[src/rtl/utpft_pkg.sv]
package utpft_pkg;
   localparam int          PARAM_W     = 16;
   localparam int          IR_W        = 8;
   localparam int          CNT_W       = 8;
   localparam logic [IR_W-1:0]    TUNE_INSTR  = 8'h10;
   localparam logic [PARAM_W-1:0] PARAM_RESET = 16'h0000;
   localparam logic [CNT_W-1:0]   CNT_FULL    = 8'h10;
   localparam logic [CNT_W-1:0]   CNT_MAX     = 8'hff;
   localparam int          CLK_PERIOD_NS  = 20;
   localparam int          LINK_PERIOD_NS = 160;
   localparam int          LINK_HALF_CYC  = LINK_PERIOD_NS / (2 * CLK_PERIOD_NS);

   typedef enum logic [2:0] {
      UTPFT_IDLE  = 3'b001,
      UTPFT_SHIFT = 3'b010,
      UTPFT_HOLD  = 3'b100
   } utpft_state_t;
endpackage

[src/rtl/utpft_tile_if.sv]
`timescale 1ns/10ps
interface utpft_tile_if;
   import utpft_pkg::*;
   logic               serial_in;
   logic               dr_shift;
   logic [IR_W-1:0]    instr;
   logic               clk_rise;
   logic               update_rise;

   modport sync (output serial_in, output dr_shift, output instr, output clk_rise, output update_rise);
   modport core (input serial_in, input dr_shift, input instr, input clk_rise, input update_rise);
endinterface

[src/rtl/utpft_tile_sync.sv]
`timescale 1ns/10ps
module utpft_tile_sync
   import utpft_pkg::*;
(
   input  wire logic            mclk,
   input  wire logic            rst_n,
   input  wire logic            user_serial_in,
   input  wire logic            user_dr_shift_state,
   input  wire logic            user_dr_clock,
   input  wire logic            user_dr_update_strobe,
   input  wire logic [IR_W-1:0] user_ir,
   utpft_tile_if.sync           tile
);
   localparam int SW = IR_W + 4;

   logic [SW-1:0] meta;
   logic [SW-1:0] stable;
   logic          clk_last;
   logic          upd_last;
   logic [SW-1:0] next_meta;
   logic [SW-1:0] next_stable;
   logic          next_clk_last;
   logic          next_upd_last;

   ////////////////////////////////////////////////////////////////////////
   // Two stages per pin; edges are found on the second stage only
   always_comb begin
      next_meta     = {user_ir, user_serial_in, user_dr_shift_state, user_dr_clock, user_dr_update_strobe};
      next_stable   = meta;
      next_clk_last = stable[1];
      next_upd_last = stable[0];
   end

   always_ff @(posedge mclk or negedge rst_n) begin
      if (!rst_n) begin
         meta     <= '0;
         stable   <= '0;
         clk_last <= 1'b0;
         upd_last <= 1'b0;
      end else begin
         meta     <= next_meta;
         stable   <= next_stable;
         clk_last <= next_clk_last;
         upd_last <= next_upd_last;
      end
   end

   ////////////////////////////////////////////////////////////////////////
   // Data and clock share the same delay, so data stays aligned to its edge
   assign tile.instr       = stable[SW-1:4];
   assign tile.serial_in   = stable[3];
   assign tile.dr_shift    = stable[2];
   assign tile.clk_rise    = stable[1] & ~clk_last;
   assign tile.update_rise = stable[0] & ~upd_last;
endmodule

[src/rtl/utpft_core.sv]
`timescale 1ns/10ps
module utpft_core
   import utpft_pkg::*;
(
   input  wire logic               mclk,
   input  wire logic               rst_n,
   input  wire logic               user_serial_in,
   input  wire logic               user_dr_shift_state,
   input  wire logic               user_dr_clock,
   input  wire logic               user_dr_update_strobe,
   input  wire logic [IR_W-1:0]    user_ir,
   output logic [PARAM_W-1:0]      param_value,
   output logic                    param_loaded,
   output logic                    shift_active,
   output logic                    length_mismatch,
   output logic                    user_serial_out
);
   utpft_tile_if tile ();

   utpft_tile_sync u_sync (
      .mclk                  (mclk),
      .rst_n                 (rst_n),
      .user_serial_in        (user_serial_in),
      .user_dr_shift_state   (user_dr_shift_state),
      .user_dr_clock         (user_dr_clock),
      .user_dr_update_strobe (user_dr_update_strobe),
      .user_ir               (user_ir),
      .tile                  (tile)
   );

   ////////////////////////////////////////////////////////////////////////
   // Instruction decode, shared by shift and update qualification
   function automatic logic tune_selected(input logic [IR_W-1:0] ir);
      return ir == TUNE_INSTR;
   endfunction

   function automatic logic [CNT_W-1:0] count_up(input logic [CNT_W-1:0] c);
      return (c == CNT_MAX) ? c : CNT_W'(c + 8'h01);
   endfunction

   // New bit enters at the top; the oldest bit leaves at bit 0
   function automatic logic [PARAM_W-1:0] shift_in(input logic [PARAM_W-1:0] r, input logic b);
      return {b, r[PARAM_W-1:1]};
   endfunction

   utpft_state_t         state;
   logic [PARAM_W-1:0]   temp;
   logic [CNT_W-1:0]     bit_cnt;
   utpft_state_t         next_state;
   logic [PARAM_W-1:0]   next_temp;
   logic [CNT_W-1:0]     next_bit_cnt;
   logic [PARAM_W-1:0]   next_param_value;
   logic                 next_param_loaded;
   logic                 next_shift_active;
   logic                 next_length_mismatch;
   logic                 next_user_serial_out;
   logic                 sel;
   logic                 do_shift;
   logic                 do_update;

   assign sel       = tune_selected(tile.instr);
   assign do_shift  = sel & tile.dr_shift & tile.clk_rise;
   assign do_update = sel & tile.update_rise;

   ////////////////////////////////////////////////////////////////////////
   // Sequencer: idle, shifting, one commit cycle
   always_comb begin
      next_state = state;
      unique case (state)
         UTPFT_IDLE: begin
            if (do_shift) begin
               next_state = UTPFT_SHIFT;
            end
         end
         UTPFT_SHIFT: begin
            if (do_update) begin
               next_state = UTPFT_HOLD;
            end else if (!sel) begin
               // Instruction changed mid-shift: drop the partial value
               next_state = UTPFT_IDLE;
            end
         end
         UTPFT_HOLD: begin
            next_state = UTPFT_IDLE;
         end
         default: begin
            next_state = UTPFT_IDLE;
         end
      endcase
   end

   always_ff @(posedge mclk or negedge rst_n) begin
      if (!rst_n) begin
         state <= UTPFT_IDLE;
      end else begin
         state <= next_state;
      end
   end

   ////////////////////////////////////////////////////////////////////////
   // Temporary register and its readback bit
   always_comb begin
      next_temp = temp;
      unique case (state)
         UTPFT_IDLE: begin
            if (do_shift) begin
               next_temp = shift_in(temp, tile.serial_in);
            end
         end
         UTPFT_SHIFT: begin
            if (do_shift) begin
               next_temp = shift_in(temp, tile.serial_in);
            end
         end
         UTPFT_HOLD: begin
            // No bit is taken in the commit cycle, so the copy is exact
            next_temp = temp;
         end
         default: begin
            next_temp = temp;
         end
      endcase
      // Readback shows the oldest bit as soon as it moves
      next_user_serial_out = next_temp[0];
   end

   always_ff @(posedge mclk or negedge rst_n) begin
      if (!rst_n) begin
         temp            <= PARAM_RESET;
         user_serial_out <= 1'b0;
      end else begin
         temp            <= next_temp;
         user_serial_out <= next_user_serial_out;
      end
   end

   ////////////////////////////////////////////////////////////////////////
   // Bit counter saturates, so an over-long shift still reads as a mismatch
   always_comb begin
      next_bit_cnt = bit_cnt;
      unique case (state)
         UTPFT_IDLE: begin
            if (do_shift) begin
               next_bit_cnt = 8'h01;
            end
         end
         UTPFT_SHIFT: begin
            if (do_shift) begin
               next_bit_cnt = count_up(bit_cnt);
            end
         end
         UTPFT_HOLD: begin
            next_bit_cnt = '0;
         end
         default: begin
            next_bit_cnt = bit_cnt;
         end
      endcase
   end

   always_ff @(posedge mclk or negedge rst_n) begin
      if (!rst_n) begin
         bit_cnt <= '0;
      end else begin
         bit_cnt <= next_bit_cnt;
      end
   end

   ////////////////////////////////////////////////////////////////////////
   // Commit: the live value moves only here, never while shifting
   always_comb begin
      next_param_value     = param_value;
      next_param_loaded    = 1'b0;
      next_length_mismatch = length_mismatch;
      unique case (state)
         UTPFT_HOLD: begin
            next_param_value     = temp;
            next_param_loaded    = 1'b1;
            next_length_mismatch = (bit_cnt != CNT_FULL);
         end
         UTPFT_IDLE: begin
            next_param_value = param_value;
         end
         UTPFT_SHIFT: begin
            // Bits still arriving: the system keeps using the old value
            next_param_value = param_value;
         end
         default: begin
            next_param_value = param_value;
         end
      endcase
   end

   always_ff @(posedge mclk or negedge rst_n) begin
      if (!rst_n) begin
         param_value     <= PARAM_RESET;
         param_loaded    <= 1'b0;
         length_mismatch <= 1'b0;
      end else begin
         param_value     <= next_param_value;
         param_loaded    <= next_param_loaded;
         length_mismatch <= next_length_mismatch;
      end
   end

   ////////////////////////////////////////////////////////////////////////
   // Busy flag; a fall with no load marks a dropped transfer
   always_comb begin
      next_shift_active = (state == UTPFT_SHIFT);
   end

   always_ff @(posedge mclk or negedge rst_n) begin
      if (!rst_n) begin
         shift_active <= 1'b0;
      end else begin
         shift_active <= next_shift_active;
      end
   end
endmodule

[config.mk]
export PLATFORM = sky130hd
export DESIGN_NAME = utpft_core
export DESIGN_NICKNAME = d
export VERILOG_FILES = /design/src/rtl/utpft_pkg.sv /design/src/rtl/utpft_tile_if.sv /design/src/rtl/utpft_tile_sync.sv /design/src/rtl/utpft_core.sv
export SDC_FILE = /design/constraint.sdc
export NUM_CORES = 1
export LEC_CHECK = 0
export BUFFER_PORTS_ARGS = -buffer_cell sky130_fd_sc_hd__buf_2
export CAP_MARGIN = 20
export CORE_ASPECT_RATIO = 1.5
export CORE_MARGIN = 2
export CORE_UTILIZATION = 51
export DETAILED_ROUTE_END_ITERATION = 7
export GPL_TIMING_DRIVEN = 0
export PLACE_DENSITY = 0.74
export SLEW_MARGIN = 20
export SYNTH_ARGS = -nofsm -noshare
export SYNTH_HDL_FRONTEND = slang
export SYNTH_SLANG_ARGS = --single-unit
export TNS_END_PERCENT = 10
[constraint.sdc]
create_clock -name mclk -period 1.9 [get_ports mclk]
set_input_delay 0.38 -clock mclk [delete_from_list [all_inputs] [get_ports mclk]]
set_output_delay 0.38 -clock mclk [all_outputs]
set_load 0.01 [all_outputs]
==> impl_results.md <==
* Power Density at ~860 mW/mm²
* Flop2flop setup slack at -0.02 ns
* Maximum clock frequency at 521 MHz
* Max_slew headroom at about two thirds
* Minimum clock period after layout at about 1.9 ns
* Mapped cell area at ~0.0028 mm²
* GRT overflow at 0
* Largest net degree at the start of global routing at a little under 60
* Post-synth ARST share at 100%
* Crit. End Element: flop
* CTS Buffer Depth at 2
* Core area at 0.00520 mm²
* Number of synthesized register bits at 72
* Netlist cell types at 37
* Final instance area at 0.00330 mm²
* Max-cap violations at 0
* Tot Pwr at about 0.0028 W
* Failing checks: negative setup slack
* Arr. time, crit path at 2.15 ns
* Worst Tran Pin Value at a little over 0.5 ns
* Status: finished with violations
* Reg clk slew, reported paths at about 0.07 ns
* Non-Filler Instances at between 300 and 400
* Placed Cells at about 290
* DRC viols at 0
* Leading register cell type out of synthesis: dfrtp_1
* GP Congestion at about 0.82
* Placed Area at between 0.003 and 0.004 mm²
* First-pass GRT wire length at between 7000 and 8000 µm
* Worst VDD drop at about 770 µV
* 1st-iter DRT viols at 41
* Max-slew violations at 0
* Port Buffers at 33
* H-Tree Depth at 3
* Routed wire per std cell at roughly 15 µm
* Overall Global Routing Usage at approximately 17%
* Worst skew pair latency at between 0.3 and 0.4 ns
* Area contributors post-synth: dfrtp_1 64%, mux2_2 8.9%, mux2_4 5.4%, o211ai_1 1.9%, nand3_1 1.8%
* Final clock skew at between 0.01 and 0.015 ns
* Row Count at 32
* Via count at roughly 1700
* Worst setup SP type: flop
* Ys Warns at 0
* Fraction of layout cells with a size suffix above 1 at about two fifths
* Synth Net Count at 207
* Final Worst Setup Slack at -0.0180 ns
* Initial Util at 53.2%
* Max FO, Critical Path at 10
* CTS Buf Count at 9
* CTS tree: yes
* Dpl ws at -0.235 ns
* Endpoints failing setup at 9
* Worst path slowest cell: or3_4
* Boundary Pins at 34
* Die area at roughly 0.0060 mm²
* Number of global-route vias before repair at 1700
* Die width at between 60 and 70 µm
* Diodes inserted at 0
* Crit path cell chain: nor4_4 > nand3_2 > or3_4 > buf_12 > mux2_4
* NumNets Final at roughly 260
* Required arrival time at the worst endpoint at 2.13 ns
* Layout area overhead at 19.2%
* Post-Syn Area per Cell at roughly 14 µm²
* Die extent in y at between 90 and 100 µm
* Top-area cell type share of the netlist area at between 60% and 70%
* Classification of the worst setup path: flop to flop
* Post-synth top area cell: dfrtp_1
* RSZ-0062 raised after global routing: true
* Root Buffer: clkbuf_8
* Critical Path Max Stage Delay at 0.42 ns
* DRT Pass-1 Iters at 4
* CP Buf/Inv Count at 1
* Initial antenna violation count at 0
* Clock sinks at 72
* Cell leakage power at ~1.6 nW
* Detailed Place HPWL at between 2000 and 3000 µm
* Register area share after synthesis at around two thirds
* HP Class: input port to flop
* Final wirelength at around 4600 µm
* Post-synth EDFFs at 0
* Synth Instances at approximately 190
* Family with the most delay on the worst path: simple AND/OR/NAND/NOR gates
* Remaining antenna violation count at 0
* Final Hold Fails at 0
* Crit share post-route at 101%
* Via density at roughly 5.3
* Setup tns final at -0.0721 ns
==> registers in the layout, indices dropped and copies added, names as in the netlist <==
signal	cells
state	3
bit_cnt	8
length_mismatch	1
temp	16
u_sync.upd_last	1
u_sync.clk_last	1
u_sync.meta	12
u_sync.stable	12
param_loaded	1
shift_active	1
param_value	16
==> metal layers <==
metal	vias to the layer above	GRT usage [%]	wire [µm]
met5	-	0	0
met4	0	10.6	126
li1	785	-	-
met3	9	5.04	157
met2	33	27.6	2420
met1	827	20.5	1900
==> power breakdown <==
group          switching, W  internal (W)  leakage, nW
sequential        0.0000133       0.00156        0.942
clock              0.000550      0.000640       0.0993
combinational     0.0000385     0.0000276        0.603
==> cell usage in the layout, fill, tap and decap left out, types with 2 or more instances in the layout <==
| cell | n |
|---|---|
| buf_2 | 33 |
| clkbuf_8 | 10 |
| mux2_2 | 22 |
| ha_1 | 2 |
| or4_1 | 6 |
| nand2b_1 | 2 |
| buf_4 | 7 |
| and3_1 | 2 |
| nand4_1 | 4 |
| clkbuf_1 | 3 |
| nor3b_1 | 2 |
| nand3_1 | 9 |
| clkinv_2 | 2 |
| o21ai_0 | 3 |
| mux2_4 | 10 |
| nand2_1 | 8 |
| nor2_1 | 6 |
| inv_1 | 5 |
| dfrtp_1 | 71 |
| o211ai_1 | 7 |
| nor3_1 | 4 |
==> stage by stage <==
step           hold WS, ns  util (%)
2_1_floorplan       0.0844         -
3_3_place_gp         0.332      58.0
3_5_place_dp         0.261      58.6
4_1_cts              0.115      62.5
5_1_grt              0.117      63.4
6_report             0.135      63.4
==> synth_stat cells, drive strengths merged, types with 2 or more instances <==
cell / n
nand2: 8
clkbuf: 5
o211ai: 7
nor2: 7
buf: 3
dfrtp: 71
nand2b: 2
nor3: 4
mux2: 32
nor3b: 2
o21ai: 3
or3: 2
or4: 6
inv: 5
nor4b: 2
ha: 2
nand3: 10
and3: 2
nand4: 4
==> logic make-up (layout without fill, tap and decap cells) <==
family,after synthesis,count (layout),share of synthesized area (%)
simple gates,52,52,11.5
flops,72,72,65.1
mux,33,33,14.7
compound gates,18,18,4.79
buf+inv,13,67,2.67
fa+ha+maj,2,2,0.904
xor+xnor,1,1,0.316
==> worst paths after layout <==
| kind | start | end | depth (start not counted) |
|---|---|---|---|
| worst max-delay path | u_sync.stable[6] | temp[9] | 5 |
| worst min-delay path | user_serial_in | u_sync.meta[3] | 1 |
| worst max register to register | u_sync.stable[6] | temp[9] | 5 |
| worst min register to register | u_sync.meta[6] | u_sync.stable[6] | 0 |
| max in group asynchronous | rst_n | state[0] | 3 |
| min in group asynchronous | rst_n | bit_cnt[4] | 2 |
==> area by class of cell <==
type,instances,area (µm²)
fill,396,1900
clock buffer,11,141
timing repair buffer,41,250
multi-input combinational,106,910
sequential,72,1800
inverter,5,18.8
buffer,5,37.5
clock inverter,5,56.3
tap,68,85.1
==> repair_timing <==
action | CTS | global route
buffers inserted | 0 | 6
setup endpoints to repair | 18 | 23
hold buffers | 1 | 0
endpoints found under the hold margin | 15 | 0
gates resized for setup | 1 | 6
pin swaps | 3 | 5
cloned | 0 | 0
No activity file was read; power rests on OpenSTA's default activity.
